## src/include/rcc_pkg.sv

```systemverilog
package rcc_pkg;

    // Register map, byte addresses on the AXI4-Lite port.
    localparam logic [31:0] CTRL_OFFSET   = 32'h0400_0000;
    localparam logic [31:0] STATUS_OFFSET = 32'h0400_0004;

    // Command bit positions inside the control register.
    localparam int CORE_RST_BIT  = 31;
    localparam int TG_RST_BIT    = 30;
    localparam int REG_RST_BIT   = 29;
    localparam int RF_ABORT_BIT  = 26;
    localparam int ADV_ABORT_BIT = 25;

    // Status register layout.
    localparam int STAT_PHASE_LSB = 0;
    localparam int STAT_RADIO_BIT = 5;
    localparam int STAT_ADV_BIT   = 6;

    localparam logic [31:0] CTRL_RESET   = 32'h0000_0000;
    localparam logic [31:0] STATUS_RESET = 32'h0000_0000;

    // Clock cycles for which each soft reset output is held high.
    localparam int RESET_HOLD_CYCLES = 4;

    // Test format codes as selected by the control structure.
    localparam logic [1:0] FMT_INF_TX = 2'h1;
    localparam logic [1:0] FMT_INF_RX = 2'h2;

    localparam logic [1:0] RESP_OKAY   = 2'h0;
    localparam logic [1:0] RESP_DECERR = 2'h3;

    typedef enum logic [4:0] {
        ABT_IDLE    = 5'h01,
        ABT_TX_BYTE = 5'h02,
        ABT_TX_CRC  = 5'h04,
        ABT_RX_PKT  = 5'h08,
        ABT_DONE    = 5'h10
    } rcc_abort_state_t;

endpackage : rcc_pkg

```

## src/design/rcc_command_control.sv

```systemverilog
// Our own choice: the AXI4-Lite slave port.
`timescale 1ns/1ps
// Overview of operation
// - Writing 1 to bit 31 resets core except registers, timing; bit self-clears.
// - Writing 1 to bit 30 resets only timing generator; bit self-clears.
// - Writing 1 to bit 29 resets the register block; bit then reads 0.
// - Command bits 31 to 25 clear themselves once their action is done.
// - Writing 0 to a command bit does nothing.
// - Writing 1 to bit 26 aborts the running RF test; bit self-clears.
// - Infinite transmit abort finishes current byte, then CRC, then stops.
// - Infinite receive abort finishes packet if address seen, else radio off.
// - Writing 1 to bit 25 aborts the advertising event; bit self-clears.
module rcc_command_control #(
    parameter int ADDR_W     = 32,
    parameter int HOLD_COUNT = rcc_pkg::RESET_HOLD_CYCLES
) (
    // Clock and reset
    input  wire logic              clock,
    input  wire logic              nrst,
    // AXI4-Lite write address
    input  wire logic              s_axi_awvalid,
    output logic                   s_axi_awready,
    input  wire logic [ADDR_W-1:0] s_axi_awaddr,
    // AXI4-Lite write data
    input  wire logic              s_axi_wvalid,
    output logic                   s_axi_wready,
    input  wire logic [31:0]       s_axi_wdata,
    input  wire logic [3:0]        s_axi_wstrb,
    // AXI4-Lite write response
    output logic                   s_axi_bvalid,
    input  wire logic              s_axi_bready,
    output logic [1:0]             s_axi_bresp,
    // AXI4-Lite read address
    input  wire logic              s_axi_arvalid,
    output logic                   s_axi_arready,
    input  wire logic [ADDR_W-1:0] s_axi_araddr,
    // AXI4-Lite read data
    output logic                   s_axi_rvalid,
    input  wire logic              s_axi_rready,
    output logic [31:0]            s_axi_rdata,
    output logic [1:0]             s_axi_rresp,
    // Soft reset outputs
    output logic                   coreSoftReset,
    output logic                   timingGenSoftReset,
    output logic                   regBlockSoftReset,
    // Advertising abort handshake
    output logic                   advertisingAbortReq,
    input  wire logic              advertisingAbortDone,
    // RF test abort, packet controller side
    input  wire logic [1:0]        testFormat,
    input  wire logic              byteDone,
    input  wire logic              crcDone,
    input  wire logic              accessAddrSeen,
    input  wire logic              packetDone,
    output logic                   txStopAtByte,
    output logic                   crcFinish,
    output logic                   rxFinishPacket,
    output logic                   radioOff
);

    localparam int CW = $clog2(HOLD_COUNT + 1);

    // Both checks raise an elaboration error, so a bad parameter never reaches simulation.
    if (HOLD_COUNT < 1 || HOLD_COUNT > 255) begin : g_bad_hold
        $error("HOLD_COUNT must lie between 1 and 255");
    end
    if (ADDR_W < 27 || ADDR_W > 32) begin : g_bad_addr
        $error("ADDR_W must lie between 27 and 32");
    end

    typedef struct packed {
        logic                   awHeld;
        logic [ADDR_W-1:0]      awAddr;
        logic                   wHeld;
        logic [31:0]            wData;
        logic [3:0]             wStrb;
        logic                   bValid;
        logic [1:0]             bResp;
        logic                   rValid;
        logic [31:0]            rData;
        logic [1:0]             rResp;
        logic [2:0]             rstPend;
        logic [2:0][CW-1:0]     rstCnt;
        logic                   rfPend;
        logic                   advPend;
    } rcc_regs_t;

    rcc_regs_t q;
    rcc_regs_t d;

    logic [4:0] rfPhase;
    logic       rfDone;
    logic       rfStart;

    // A command bit only counts when its byte lane is strobed and it carries a 1.
    function automatic logic cmdSet(input logic [31:0] data, input logic [3:0] strb,
                                    input int pos);
        cmdSet = data[pos] & strb[pos / 8];
    endfunction : cmdSet

    function automatic logic addrHit(input logic [ADDR_W-1:0] addr,
                                     input logic [31:0] offset);
        addrHit = (addr == offset[ADDR_W-1:0]);
    endfunction : addrHit

    function automatic int rstBitPos(input int k);
        case (k)
            0:       rstBitPos = rcc_pkg::CORE_RST_BIT;
            1:       rstBitPos = rcc_pkg::TG_RST_BIT;
            default: rstBitPos = rcc_pkg::REG_RST_BIT;
        endcase
    endfunction : rstBitPos

    logic                awTake;
    logic                wTake;
    logic                doWrite;
    logic                ctrlWr;
    logic [ADDR_W-1:0]   wrAddr;
    logic [31:0]         wrData;
    logic [3:0]          wrStrb;
    logic                rstSet;
    logic                rstLast;
    logic [31:0]         ctrlImage;
    logic [31:0]         statImage;

    always_comb begin
        d         = q;
        awTake    = s_axi_awvalid & ~q.awHeld & ~q.bValid;
        wTake     = s_axi_wvalid & ~q.wHeld & ~q.bValid;
        wrAddr    = q.awHeld ? q.awAddr : s_axi_awaddr;
        wrData    = q.wHeld ? q.wData : s_axi_wdata;
        wrStrb    = q.wHeld ? q.wStrb : s_axi_wstrb;
        doWrite   = (q.awHeld | awTake) & (q.wHeld | wTake);
        ctrlWr    = doWrite & addrHit(wrAddr, rcc_pkg::CTRL_OFFSET);
        rstSet    = 1'b0;
        rstLast   = 1'b0;

        // Reserved bits and the uncovered lower field stay zero on reads.
        ctrlImage = rcc_pkg::CTRL_RESET;
        ctrlImage[rcc_pkg::CORE_RST_BIT]  = q.rstPend[0];
        ctrlImage[rcc_pkg::TG_RST_BIT]    = q.rstPend[1];
        ctrlImage[rcc_pkg::REG_RST_BIT]   = q.rstPend[2];
        ctrlImage[rcc_pkg::RF_ABORT_BIT]  = q.rfPend;
        ctrlImage[rcc_pkg::ADV_ABORT_BIT] = q.advPend;

        statImage = rcc_pkg::STATUS_RESET;
        statImage[rcc_pkg::STAT_PHASE_LSB +: 5] = rfPhase;
        statImage[rcc_pkg::STAT_RADIO_BIT]      = radioOff;
        statImage[rcc_pkg::STAT_ADV_BIT]        = q.advPend;

        // Write channel: address and data may arrive in either order.
        if (q.bValid && s_axi_bready) begin
            d.bValid = 1'b0;
        end
        if (doWrite) begin
            d.awHeld = 1'b0;
            d.wHeld  = 1'b0;
            d.bValid = 1'b1;
            d.bResp  = (ctrlWr | addrHit(wrAddr, rcc_pkg::STATUS_OFFSET)) ?
                       rcc_pkg::RESP_OKAY : rcc_pkg::RESP_DECERR;
        end else begin
            if (awTake) begin
                d.awHeld = 1'b1;
                d.awAddr = s_axi_awaddr;
            end
            if (wTake) begin
                d.wHeld = 1'b1;
                d.wData = s_axi_wdata;
                d.wStrb = s_axi_wstrb;
            end
        end

        // Soft resets hold their output for HOLD_COUNT cycles, then the bit drops.
        // A new request in the last cycle restarts the count rather than being lost.
        for (int k = 0; k < 3; k++) begin
            rstSet  = ctrlWr & cmdSet(wrData, wrStrb, rstBitPos(k));
            rstLast = q.rstPend[k] & (q.rstCnt[k] == CW'(1));
            if (rstSet && (!q.rstPend[k] || rstLast)) begin
                d.rstPend[k] = 1'b1;
                d.rstCnt[k]  = CW'(HOLD_COUNT);
            end else if (rstLast) begin
                d.rstPend[k] = 1'b0;
                d.rstCnt[k]  = '0;
            end else if (q.rstPend[k]) begin
                d.rstCnt[k] = q.rstCnt[k] - CW'(1);
            end
        end

        rfStart   = ctrlWr & cmdSet(wrData, wrStrb, rcc_pkg::RF_ABORT_BIT) &
                    (~q.rfPend | rfDone);
        d.rfPend  = rfStart | (q.rfPend & ~rfDone);
        d.advPend = (ctrlWr & cmdSet(wrData, wrStrb, rcc_pkg::ADV_ABORT_BIT)) |
                    (q.advPend & ~advertisingAbortDone);

        // Read channel answers one cycle after the address is taken.
        if (q.rValid && s_axi_rready) begin
            d.rValid = 1'b0;
        end
        if (s_axi_arvalid && !q.rValid) begin
            d.rValid = 1'b1;
            d.rResp  = rcc_pkg::RESP_OKAY;
            if (addrHit(s_axi_araddr, rcc_pkg::CTRL_OFFSET)) begin
                d.rData = ctrlImage;
            end else if (addrHit(s_axi_araddr, rcc_pkg::STATUS_OFFSET)) begin
                d.rData = statImage;
            end else begin
                d.rData = '0;
                d.rResp = rcc_pkg::RESP_DECERR;
            end
        end
    end

    always_ff @(posedge clock or negedge nrst) begin
        if (!nrst) begin
            q <= '0;
        end else begin
            q <= d;
        end
    end

    rcc_rf_abort u_rf_abort (
        .clock          (clock),
        .nrst           (nrst),
        .start          (rfStart),
        .testFormat     (testFormat),
        .byteDone       (byteDone),
        .crcDone        (crcDone),
        .accessAddrSeen (accessAddrSeen),
        .packetDone     (packetDone),
        .txStopAtByte   (txStopAtByte),
        .crcFinish      (crcFinish),
        .rxFinishPacket (rxFinishPacket),
        .radioOff       (radioOff),
        .done           (rfDone),
        .phase          (rfPhase)
    );

    assign s_axi_awready       = ~q.awHeld & ~q.bValid;
    assign s_axi_wready        = ~q.wHeld & ~q.bValid;
    assign s_axi_bvalid        = q.bValid;
    assign s_axi_bresp         = q.bResp;
    assign s_axi_arready       = ~q.rValid;
    assign s_axi_rvalid        = q.rValid;
    assign s_axi_rdata         = q.rData;
    assign s_axi_rresp         = q.rResp;
    assign coreSoftReset       = q.rstPend[0];
    assign timingGenSoftReset  = q.rstPend[1];
    assign regBlockSoftReset   = q.rstPend[2];
    assign advertisingAbortReq = q.advPend;

endmodule : rcc_command_control

```

## src/design/rcc_rf_abort.sv

```systemverilog
`timescale 1ns/1ps
module rcc_rf_abort (
    // Clock and reset
    input  wire logic       clock,
    input  wire logic       nrst,
    // Request from the control register and test format
    input  wire logic       start,
    input  wire logic [1:0] testFormat,
    // Packet controller progress
    input  wire logic       byteDone,
    input  wire logic       crcDone,
    input  wire logic       accessAddrSeen,
    input  wire logic       packetDone,
    // Wind-down commands, done flag and phase
    output logic            txStopAtByte,
    output logic            crcFinish,
    output logic            rxFinishPacket,
    output logic            radioOff,
    output logic            done,
    output logic [4:0]      phase
);

    typedef struct packed {
        rcc_pkg::rcc_abort_state_t state;
        logic                      radioOff;
    } rcc_abt_regs_t;

    rcc_abt_regs_t q;
    rcc_abt_regs_t d;

    always_comb begin
        d          = q;
        d.radioOff = 1'b0;
        case (q.state)
            rcc_pkg::ABT_IDLE, rcc_pkg::ABT_DONE: begin
                d.state = rcc_pkg::ABT_IDLE;
                if (start) begin
                    if (testFormat == rcc_pkg::FMT_INF_TX) begin
                        d.state = rcc_pkg::ABT_TX_BYTE;
                    end else if (testFormat == rcc_pkg::FMT_INF_RX && accessAddrSeen) begin
                        d.state = rcc_pkg::ABT_RX_PKT;
                    end else if (testFormat == rcc_pkg::FMT_INF_RX) begin
                        d.radioOff = 1'b1;
                        d.state    = rcc_pkg::ABT_DONE;
                    end else begin
                        d.state = rcc_pkg::ABT_DONE;
                    end
                end
            end
            rcc_pkg::ABT_TX_BYTE: begin
                if (byteDone) begin
                    d.state = rcc_pkg::ABT_TX_CRC;
                end
            end
            rcc_pkg::ABT_TX_CRC: begin
                if (crcDone) begin
                    d.state = rcc_pkg::ABT_DONE;
                end
            end
            rcc_pkg::ABT_RX_PKT: begin
                if (packetDone) begin
                    d.radioOff = 1'b1;
                    d.state    = rcc_pkg::ABT_DONE;
                end
            end
            default: begin
                d.state = rcc_pkg::ABT_IDLE;
            end
        endcase
    end

    always_ff @(posedge clock or negedge nrst) begin
        if (!nrst) begin
            q <= '{state: rcc_pkg::ABT_IDLE, radioOff: 1'b0};
        end else begin
            q <= d;
        end
    end

    assign txStopAtByte   = q.state[1];
    assign crcFinish      = q.state[2];
    assign rxFinishPacket = q.state[3];
    assign done           = q.state[4];
    assign radioOff       = q.radioOff;
    assign phase          = q.state;

endmodule : rcc_rf_abort

```

## config.mk

```make
export PLATFORM = sky130hd
export DESIGN_NAME = rcc_command_control
export DESIGN_NICKNAME = d
export VERILOG_FILES = /design/src/include/rcc_pkg.sv /design/src/design/rcc_command_control.sv /design/src/design/rcc_rf_abort.sv
export SDC_FILE = /design/constraint.sdc
export NUM_CORES = 1
export LEC_CHECK = 0
export ABC_AREA = 1
export ABC_CLOCK_PERIOD_IN_PS = 2600
export BUFFER_PORTS_ARGS = -buffer_cell sky130_fd_sc_hd__clkbuf_2
export CELL_PAD_IN_SITES_DETAIL_PLACEMENT = 1
export CELL_PAD_IN_SITES_GLOBAL_PLACEMENT = 1
export CORE_MARGIN = 4
export CORE_UTILIZATION = 31
export DETAILED_ROUTE_END_ITERATION = 8
export PLACE_DENSITY = 0.72
export SYNTH_ARGS = -nofsm -noshare
export SYNTH_HDL_FRONTEND = slang
export SYNTH_HIERARCHICAL = 1
export SYNTH_SLANG_ARGS = --single-unit
```

## constraint.sdc

```tcl
create_clock -name clock -period 2.6 [get_ports clock]
set_clock_uncertainty 0.1 [all_clocks]
set_input_delay 0.26 -clock clock [delete_from_list [all_inputs] [get_ports clock]]
set_output_delay 0.26 -clock clock [all_outputs]
set_load 0.05 [all_outputs]
```

==> results.md, run 1 <==
* Outcome: finished, violations left
* Failing checks: negative hold slack
* Clk_lat worst skew at between 0.3 and 0.4 ns
* GRT met3 Usage at 3.99%
* Vias in the first global route at roughly 4000
* Cell area after placement at 4760 sq um
* Synth cell types at 39
* WL final at between 10000 and 15000 um
* Detailed-route vias per instance at around 4.5
* GRT busiest layer: met2
* Max-cap viol count at 0
* Post-CTS resize count at 0
* Slowest CP cell: dfrtp_1
* Post-synthesis async set-or-reset flop share at 100%
* Routability cong. at 0.853
* Ys Warns at 6
* Worst min path class: in -> async
* Dpl hpwl at 8160 um
* Primary FF master, synth: dfrtp_1
* Clock-pin slew on the worst setup and hold paths at around 0.060 ns
* Die ar. at ~16000 sq um
* # rows at 42
* Final hold violations at 15
* Initial antenna violation count at 0
* Leakage Power at 0.00271 uW
* PnR Total Power at 4250 uW
* M2 GR Usage at approximately 25%
* Die height at around 120 um
* Share of cells above drive strength 1 at between 20% and 30%
* CTS sink count at 76
* Via count at 3631
* Final Cycle Share at between 80% and 90%
* Antenna Cells at 0
* Routed len/inst at 13.0 um
* Initial Util at 31.8%
* Worst vdd ir at 0.386 mV
* Clk root buf: clkbuf_16
* Slew HR at between 30% and 40%
* CTS HTree Levels at 3
* Total gr overflow at 0
* PD cells at 836 nW/um^2
* Fmax at roughly 450 MHz
* Unrepaired setup endpoints after global routing: no
* Critical Path Most Common Cell: nor2_1
* Placed cell count at 796
* Setup violators final at 0
* Drt first pass iters at 4
* Crit path required time at approximately 2.8 ns
* Setup TNS at 0 ns
* Delay-heaviest family, CP: simple AND/OR/NAND/NOR gates
* Arr. time, crit path at 2.40 ns
* WP depth at 12
* IO Port Bufs at 112
* Largest net degree at the start of global routing at just under 80
* CP max FO at 8
* Worst slew pin tran at 0.983 ns
* Most instantiated cells after synthesis: nand2_1 (124), inv_1 (83), dfrtp_1 (75)
* Finished Cell Area at just over 5000 sq um
* Worst hold slack at -0.0361 ns
* GR Util met1 at between 15 and 20%
* CTS buffer count at 9
* First-pass GRT wire length at 18300 um
* Clk buf depth at 2
* Remaining antenna violation count at 0
* I/O pin count at 163
* Placeable Area at 13300 sq um
* Non-filler instance count after layout at 812
* Most numerous cell in the Yosys netlist: nand2_1
* CP Class: reg -> reg
* Mapped Cells at 536
* Largest area contributor in the netlist: dfrtp_1
* Initial DRC count at 139
* Max incr delay on CP at 0.56 ns
* Layout fillers at 1668
* Gr usage total at 14.1%
* CP Launch Type: flip-flop
* Top cell type's share of synthesized area at 44.3%
* Area Overhead vs Synth at 20.2%
* Die width at between 100 and 150 um
* Sequential cell area fraction in the yosys report at ~45%
* Post-synth EDFFs at 0
* Worst R2R Path Depth at 12
* Fin. max-slew vios at 0
* Post-route minimum period at ~2.2 ns
* CTS tree: built
* Largest cells by area after synthesis: dfrtp_1 (44%), nand2_1 (11%), inv_1 (7.4%), buf_4 (7.1%), o21ai_0 (5.7%)
* DRC viols at 0
* Layout Nets at 752
* Critical path cell sequence: inv_4 -> nand2_1 -> nand2_1 -> nor2_1 -> nand3_2 -> nor2_4 -> nand4_1 -> nor2_1 -> nand3_1 -> nor2_1 -> nor2_1 -> nor2_2
* Sum of buffers and inverters on the critical path at 1
* Yosys reg bits at 76
* Cell area after synthesis at between 4000 and 5000 sq um
* Mapped Avg Cell Area at 7.90 sq um
* Kind of end point of the critical path: flip-flop
[per-stage QoR]
step / worst slack (ns) / util [%]
6_report: 0.374 / 38.3
5_1_grt: 0.105 / 38.3
4_1_cts: 0.308 / 38.3
3_5_place_dp: 0.338 / 35.8
3_3_place_gp: 0.349 / 35.8
2_1_floorplan: 0.274 / -
[cell families after synthesis]
| kind of cell | synth area share (%) |
|---|---|
| AND/OR/NAND/NOR | 25.9 |
| buffers and inverters | 16.3 |
| flip-flops | 44.9 |
| AO/OA/AOI/OAI | 8.04 |
| multiplexers | 2.39 |
| adder cells (fa/ha/maj) | 1.77 |
| XOR/XNOR | 0.621 |
| other | 0.0886 |
[routing by layer]
metal	up-vias	wire [um]
met5	-	0
met4	0	172
met3	14	551
met2	96	5270
met1	1720	4600
li1	1801	-
[placed cells by master (no fill, tap or decap), types with 2 or more instances in the layout]
cell type	n
xnor2_1	3
nand3_1	30
a21oi_1	4
nand4_2	2
inv_1	83
nor2_4	2
and2_1	2
ha_1	6
nor3_1	5
nand2_2	3
nand3b_1	3
nor4_1	6
o21ai_1	2
nor2_1	45
o21ai_2	3
o21ai_0	48
dfrtp_1	75
buf_4	4
clkbuf_16	9
inv_2	3
nand3_2	3
clkbuf_8	2
nand4_1	6
nand2_1	124
o22ai_1	2
conb_1	20
bufinv_16	2
nor2_2	6
clkbuf_2	111
mux2_2	9
[final timing paths]
kind                           startpoint                   to  slack (ns)
hold / removal                       nrst               q[111]       -0.04
setup / recovery                   q[121]  u_rf_abort/phase[4]        0.37
max in group asynchronous            nrst       s_axi_rresp[0]        1.78
min in group clock           s_axi_bready         s_axi_bvalid        0.02
setup reg to reg                   q[121]  u_rf_abort/phase[4]        0.37
hold reg to reg            s_axi_rdata[3]       s_axi_rdata[3]        0.39
[state kept, by name (all words and copies together), names as in the netlist]
signal               cells
timingGenSoftReset       1
q                       49
advertisingAbortReq      1
u_rf_abort/phase         5
s_axi_rresp              1
u_rf_abort/radioOff      1
regBlockSoftReset        1
ctrlImage                1
s_axi_bvalid             1
s_axi_rdata             12
s_axi_rvalid             1
coreSoftReset            1
s_axi_bresp              1
[report_power, final]
| group | total, uW | switching, uW | internal, uW |
|---|---|---|---|
| clock | 1390 | 505 | 886 |
| combinational | 1180 | 779 | 402 |
| sequential | 1680 | 188 | 1490 |
| total | 4250 | 1470 | 2780 |
[cell type report]
type / instances / area, sq um / area share [%]
inverters: 88 / 333 / 6.54
multi-input cells: 341 / 1710 / 33.7
well taps: 176 / 220 / 4.33
clock buffers: 11 / 253 / 4.96
clock inverters: 4 / 72.6 / 1.43
repair buffers: 116 / 596 / 11.7
flip-flops and latches: 76 / 1900 / 37.4
[timing repair]
| action | 4_1_cts | 5_1_grt |
|---|---|---|
| hold endpoints to repair | 1 | 0 |
| hold buffers | 1 | 0 |
| setup buffers | 0 | 0 |
Note: power is estimated with default switching activity, not from simulation.
==> inputs of run 2 (changes only) <==
--- a/config.mk
+++ b/config.mk
@@ -12,8 +12,10 @@
 export CELL_PAD_IN_SITES_GLOBAL_PLACEMENT = 1
 export CORE_MARGIN = 4
 export CORE_UTILIZATION = 31
+export CTS_CLUSTER_SIZE = 16
 export DETAILED_ROUTE_END_ITERATION = 8
 export PLACE_DENSITY = 0.72
+export RECOVER_POWER = 50
 export SYNTH_ARGS = -nofsm -noshare
 export SYNTH_HDL_FRONTEND = slang
 export SYNTH_HIERARCHICAL = 1
==> run 2 against run 1 <==
The run ends with max-capacitance violations, max-slew violations left. Setup slack lost 0.034 ns. Wire length grew 0.15%. Sequential power is essentially flat. Sequential share of layout area grew 0.15 points. Register-to-register slack lost 0.03 ns. Die area is the same. Clock power is essentially flat. Global-route usage is the same.
==> results.md, run 2 (synthesized netlist as in run 1, its figures left out) <==
* Layout fillers at 1669 (was 1668)
* # rows at 42 (unchanged)
* Dpl hpwl at 8160 um (unchanged)
* IO Port Bufs at 112 (unchanged)
* Most frequent cells in the layout: nand2_1 (124), clkbuf_2 (110), inv_1 (83), dfrtp_1 (75), o21ai_0 (48) (was nand2_1 (124), clkbuf_2 (111), inv_1 (83), dfrtp_1 (75), o21ai_0 (48))
* Setup violators final at 0 (unchanged)
* Most common cell after layout, fill and taps aside: nand2_1 (unchanged)
* Worst hold slack at 0.0162 ns (was -0.0361 ns)
* Setup TNS at 0 ns (unchanged)
* Routability cong. at 0.853 (unchanged)
* Initial Util at 31.8% (unchanged)
* Internal power at 2780 uW (about the same)
* Share of cells above drive strength 1 at 25.5% (was 26.3%)
* Switching Share at 34.5% (was 34.6%)
* PD cells at 837 nW/um^2 (was 836 nW/um^2)
* Non-filler instance count after layout at 812 (unchanged)
* Unrepaired setup endpoints after global routing: no (unchanged)
* Initial DRC count at 135 (was 139)
* CTS Hold Bufs at 1 (unchanged)
* Area Overhead vs Synth at 19.8% (was 20.2%)
* Clock share of power at 32.7% (about the same)
* CP Class: reg -> reg (unchanged)
* Placed cell count at 796 (unchanged)
* Die height at 125 um (unchanged)
* Clk_lat worst skew at 0.34 ns (about the same)
* Delay-heaviest family, CP: simple AND/OR/NAND/NOR gates (unchanged)
* CTS sink count at 76 (unchanged)
* Critical Path Most Common Cell: nor2_1 (unchanged)
* Max-cap viol count at 1 (was 0)
* Seq. cell area at 1900 sq um (unchanged)
* Initial antenna violation count at 0 (unchanged)
* Critical path cell sequence: a21oi_1 -> nor2_2 -> nand3_2 -> nor2_4 -> nand4_1 -> nor2_1 -> nand3_1 -> nor2_1 -> nor2_1 -> nor2_2 (was inv_4 -> nand2_1 -> nand2_1 -> nor2_1 -> nand3_2 -> nor2_4 -> nand4_1 -> nor2_1 -> nand3_1 -> nor2_1 -> nor2_1 -> nor2_2)
* Combinational share of power at 27.7% (was 27.8%)
* CTS buffer count at 9 (unchanged)
* Kind of end point of the critical path: flip-flop (unchanged)
* Layout Nets at 752 (unchanged)
* Fmax at 442 MHz (was 449 MHz)
* Clk buf depth at 2 (unchanged)
* Fin. max-slew vios at 77 (was 0)
* Worst min path class: in -> reg (was in -> async)
* Most flop-heavy register: q (unchanged)
* Largest net degree at the start of global routing at 77 (unchanged)
* Final Cycle Share at 86.9% (was 85.6%)
* Gr usage total at 14.1% (unchanged)
* Slowest CP cell: dfrtp_1 (unchanged)
* Clock-pin slew on the worst setup and hold paths at 0.06 ns (about the same)
* Arr. time, crit path at 2.43 ns (was 2.40 ns)
* Remaining antenna violation count at 0 (unchanged)
* Detailed-route vias per instance at 4.49 (was 4.47)
* Die ar. at 15600 sq um (unchanged)
* Placeable Area at 13300 sq um (unchanged)
* Post-CTS resize count at 0 (unchanged)
* Antenna Cells at 0 (unchanged)
* WL final at 10600 um (about the same)
* CTS tree: built (unchanged)
* Routed len/inst at 13.1 um (was 13.0 um)
* DRC viols at 0 (unchanged)
* Final hold violations at 0 (was 15)
* Failing checks: max-capacitance violations, max-slew violations (was negative hold slack)
* Total gr overflow at 0 (unchanged)
* First-pass GRT wire length at 18300 um (unchanged)
* Leakage Power at 0.00270 uW (was 0.00271 uW)
* Vias in the first global route at 3971 (unchanged)
* Area of the multi-input gates at 1700 sq um (was 1710 sq um)
* NetSw at 1470 uW (about the same)
* Drt first pass iters at 5 (was 4)
* CP max FO at 8 (unchanged)
* CP Launch Type: flip-flop (unchanged)
* Slew HR at -29.2% (was 34.5%)
* CTS HTree Levels at 3 (unchanged)
* Number of flip-flops in the largest register at 49 (unchanged)
* Part of the power in registers at 39.6% (was 39.5%)
* Crit path required time at 2.77 ns (about the same)
* Sum of buffers and inverters on the critical path at 0 (was 1)
* Via count at 3642 (was 3631)
* Clk root buf: clkbuf_16 (unchanged)
* Post-route minimum period at 2.26 ns (was 2.23 ns)
* I/O pin count at 163 (unchanged)
* Die width at 125 um (unchanged)
* Max incr delay on CP at 0.55 ns (was 0.56 ns)
* Worst slew pin tran at 1.94 ns (was 0.983 ns)
* Post-CTS Setup Repair Bufs at 0 (unchanged)
* Worst vdd ir at 0.386 mV (about the same)
* Outcome: finished, violations left (unchanged)
==> run 2: changes by cell type in the layout (fill, tap and decap cells not counted), sizes merged <==
cell | before | now
buf | 4 | 2
clkbuf | 122 | 124
==> run 2: layout make-up <==
cell class	instances	area share, %
Clock buffer	11	4.98
Clock inverter	4	1.43
Inverter	88	6.56
Multi-Input combinational cell	341	33.6
Sequential cell	76	37.5
Tap cell	176	4.34
Timing Repair Buffer	116	11.6
==> run 2: per-stage QoR <==
step	cell area [sq um]	power (uW)	setup slack (ns)	utilization [%]
global route	5070	4560	0.0859	38.1
global placement	4760	2820	0.349	35.8
CTS	5090	4330	0.308	38.3
detailed placement	4760	2900	0.338	35.8
floorplan	4310	2610	0.274	-
finish	5070	4240	0.340	38.1
==> run 2: path summary, 6_finish.rpt <==
kind / from / to / slack (ns) / cells after the start
hold reg to reg: s_axi_rdata[3] / s_axi_rdata[3] / 0.39 / 2
max in group asynchronous: nrst / s_axi_rresp[0] / 0.89 / 1
hold / removal: s_axi_bready / s_axi_bvalid / 0.02 / 2
min in group asynchronous: nrst / q[111] / 0.34 / 1
setup reg to reg: q[121] / u_rf_abort/phase[4] / 0.34 / 10
setup / recovery: q[121] / u_rf_abort/phase[4] / 0.34 / 10
==> run 2: power groups by stage <==
stage	Combinational, uW	Clock [uW]	Sequential [uW]
after floorplan	932	0	1680
after global placement	1140	0	1680
after detailed placement	1200	0	1700
after CTS	1210	1440	1680
after global routing	1350	1480	1720
final	1180	1390	1680
==> run 2: metal layers <==
| layer | wire (um) | up-vias | share of wire [%] | track usage, % |
|---|---|---|---|---|
| met5 | 0 | - | 0 | 0 |
| met4 | 175 | 0 | 1.7 | 4.66 |
| met3 | 575 | 15 | 5.4 | 3.99 |
| met2 | 5260 | 95 | 50 | 24.5 |
| met1 | 4590 | 1733 | 43 | 16.7 |
| li1 | - | 1799 | - | - |
==> inputs of run 3 (changes only) <==
--- a/config.mk
+++ b/config.mk
@@ -6,7 +6,7 @@
 export NUM_CORES = 1
 export LEC_CHECK = 0
 export ABC_AREA = 1
-export ABC_CLOCK_PERIOD_IN_PS = 2600
+export ABC_CLOCK_PERIOD_IN_PS = 2500
 export BUFFER_PORTS_ARGS = -buffer_cell sky130_fd_sc_hd__clkbuf_2
 export CELL_PAD_IN_SITES_DETAIL_PLACEMENT = 1
 export CELL_PAD_IN_SITES_GLOBAL_PLACEMENT = 1
@@ -14,7 +14,7 @@
 export CORE_UTILIZATION = 31
 export CTS_CLUSTER_SIZE = 16
 export DETAILED_ROUTE_END_ITERATION = 8
-export PLACE_DENSITY = 0.72
+export PLACE_DENSITY_LB_ADDON = 0.3
 export RECOVER_POWER = 50
 export SYNTH_ARGS = -nofsm -noshare
 export SYNTH_HDL_FRONTEND = slang
==> constraint.sdc (replaced) <==
create_clock -name clock -period 2.5 [get_ports clock]
set_clock_uncertainty 0.1 [all_clocks]
set_input_delay 0.25 -clock clock [delete_from_list [all_inputs] [get_ports clock]]
set_output_delay 0.25 -clock clock [all_outputs]
set_load 0.05 [all_outputs]
==> run 3 against run 2 <==
The run now ends clean. Cell count up 0.49%. Count of clock-buffer cells in the layout up 1. Cell area up 0.44%. Critical path type unchanged. Wire length down 1.5%. Via count down 0.69%. Largest cell class unchanged.
==> results.md, run 3 (synthesized netlist as in run 1, its figures left out) <==
* Outcome: finished, final reports clean (was finished, violations left)
* First-pass GRT wire length at 17900 um (was 18300 um)
* I/O pin count at 163 (unchanged)
* Post-CTS resize count at 0 (unchanged)
* Post-CTS Setup Repair Bufs at 0 (unchanged)
* CP Launch Type: flip-flop (unchanged)
* Gr usage total at 13.8% (was 14.1%)
* Leakage Power at 0.00268 uW (was 0.00270 uW)
* CP max FO at 6 (was 8)
* CTS HTree Levels at 3 (unchanged)
* Worst slew pin tran at 1.08 ns (was 1.94 ns)
* Pre-CTS setup slack at 0.378 ns (was 0.338 ns)
* Final hold violations at 0 (unchanged)
* Vias in the first global route at 3804 (was 3971)
* Via count at 3617 (was 3642)
* CP Launch Point: s_axi_bvalid (was q[121])
* CTS tree: built (unchanged)
* Clk buf depth at 2 (unchanged)
* Finished Cell Area at 5090 sq um (was 5070 sq um)
* Share of cells above drive strength 1 at 23.3% (was 25.5%)
* Die width at 125 um (unchanged)
* Reg2Reg Launch Point: s_axi_bvalid (was q[121])
* Clock-pin slew on the worst setup and hold paths at 0.06 ns (about the same)
* Clk_lat worst skew at 0.33 ns (was 0.34 ns)
* Worst hold slack at 0.0146 ns (was 0.0162 ns)
* Layout Nets at 755 (was 752)
* Routed len/inst at 12.8 um (was 13.1 um)
* Final Cycle Share at 85.5% (was 86.9%)
* Routability cong. at 0.863 (was 0.853)
* Most flop-heavy register: q (unchanged)
* Arr. time, crit path at 2.30 ns (was 2.43 ns)
* PD cells at 879 nW/um^2 (was 837 nW/um^2)
* Fin. max-slew vios at 0 (was 77)
* WL final at 10400 um (was 10600 um)
* Dpl hpwl at 8220 um (was 8160 um)
* Setup violators final at 0 (unchanged)
* Fmax at 468 MHz (was 442 MHz)
* IO Port Bufs at 112 (unchanged)
* Drt first pass iters at 4 (was 5)
* Worst min path class: in -> reg (unchanged)
* Worst setup margin at 0.362 ns (was 0.340 ns)
* Area Overhead vs Synth at 20.3% (was 19.8%)
* Initial Util at 31.8% (unchanged)
* Number of flip-flops in the largest register at 49 (unchanged)
* Total gr overflow at 0 (unchanged)
* Most frequent cells in the layout: nand2_1 (124), clkbuf_2 (98), inv_1 (84), dfrtp_1 (75), o21ai_0 (48) (was nand2_1 (124), clkbuf_2 (110), inv_1 (83), dfrtp_1 (75), o21ai_0 (48))
* Antenna Cells at 0 (unchanged)
* Most common cell after layout, fill and taps aside: nand2_1 (unchanged)
* Worst flop-to-flop path endpoint: u_rf_abort/radioOff (was u_rf_abort/phase[4])
* Remaining antenna violation count at 0 (unchanged)
* Worst R2R Path Depth at 10 (unchanged)
* FF-to-FF setup slack at 0.36 ns (was 0.34 ns)
* Kind of end point of the critical path: flip-flop (unchanged)
* Die height at 125 um (unchanged)
* Placeable Area at 13300 sq um (unchanged)
* DRC viols at 0 (unchanged)
* Slew HR at 27.7% (was -29.2%)
* Cell area after placement at 4780 sq um (was 4760 sq um)
* CP Capture Point: u_rf_abort/radioOff (was u_rf_abort/phase[4])
* Largest net degree at the start of global routing at 56 (was 77)
* Clk root buf: clkbuf_16 (unchanged)
* CP Class: reg -> reg (unchanged)
* # rows at 42 (unchanged)
* CTS sink count at 76 (unchanged)
* Unrepaired setup endpoints after global routing: no (unchanged)
* Crit path required time at 2.66 ns (was 2.77 ns)
* Worst vdd ir at 0.428 mV (was 0.386 mV)
* Post-route minimum period at 2.14 ns (was 2.26 ns)
* Detailed-route vias per instance at 4.43 (was 4.49)
* Setup TNS at 0 ns (unchanged)
* CTS buffer count at 9 (unchanged)
* Initial DRC count at 89 (was 135)
* Max-cap viol count at 0 (was 1)
* Initial antenna violation count at 0 (unchanged)
* Die ar. at 15600 sq um (unchanged)
run 3: cell count changes in the layout (fill, tap and decap cells not counted):
cell        change
inv_1           +1
inv_2           -1
clkbuf_1       +16
clkinvlp_4      -1
clkbuf_2       -12
bufinv_16       +1
run 3: metal layers:
layer	wire [um]	up-vias	GRT usage [%]
met5	0	-	0
met4	157	0	4.59
met3	563	11	3.22
met2	5060	96	23.0
met1	4660	1697	17.6
li1	-	1813	-
run 3: through the flow:
| stage | utilization (%) | cells | total power, uW |
|---|---|---|---|
| after floorplan | - | 555 | 2710 |
| after global placement | 35.9 | 799 | 2940 |
| after detailed placement | 35.9 | 799 | 3010 |
| after CTS | 38.7 | 816 | 4580 |
| after global routing | 38.3 | 816 | 4840 |
| final | 38.3 | 816 | 4480 |
run 3: critical path, stage by stage, from the launching register on:
cell     delay [ns]
dfrtp_1        0.43
inv_1          0.15
a21oi_1        0.18
nor2_2         0.20
nand3_2        0.12
nor2_4         0.19
nand4_1        0.19
nor2_1         0.19
buf_4          0.15
nand2_4        0.06
o21ai_2        0.11
run 3: report_power, final:
| part | internal [uW] | leakage [uW] | switching (uW) |
|---|---|---|---|
| logic | 406 | 0.00152 | 797 |
| registers | 1550 | 0.000982 | 189 |
| clock network | 1030 | 0.000173 | 502 |
| total | 2990 | 0.00268 | 1490 |
run 3: worst min-delay path by stage:
stage | startpoint | endpoint | slack (ns) | cells after the start
finish | s_axi_rready | s_axi_rvalid | 0.01 | 2
global route | advertisingAbortDone | advertisingAbortReq | 0.007 | 2
CTS | s_axi_rready | s_axi_rvalid | 0.006 | 2
detailed placement | nrst | s_axi_bvalid | 0.19 | 1
global placement | nrst | q[88] | 0.18 | 1
floorplan | nrst | advertisingAbortReq | -0.15 | 0
run 3: final cells by class:
| class | count | area [sq um] |
|---|---|---|
| clock buffer | 12 | 256 |
| clock inverter | 4 | 95.1 |
| fill | 1677 | 8200 |
| inverter | 88 | 333 |
| multi-input combinational | 341 | 1700 |
| sequential | 76 | 1900 |
| tap | 176 | 220 |
| timing repair buffer | 119 | 583 |
run 3: what timing repair did:
action | 4_1_cts | 5_1_grt
hold buffers | 1 | 0
hold endpoints to repair | 40 | 0
endpoints found under the setup margin | 0 | 0
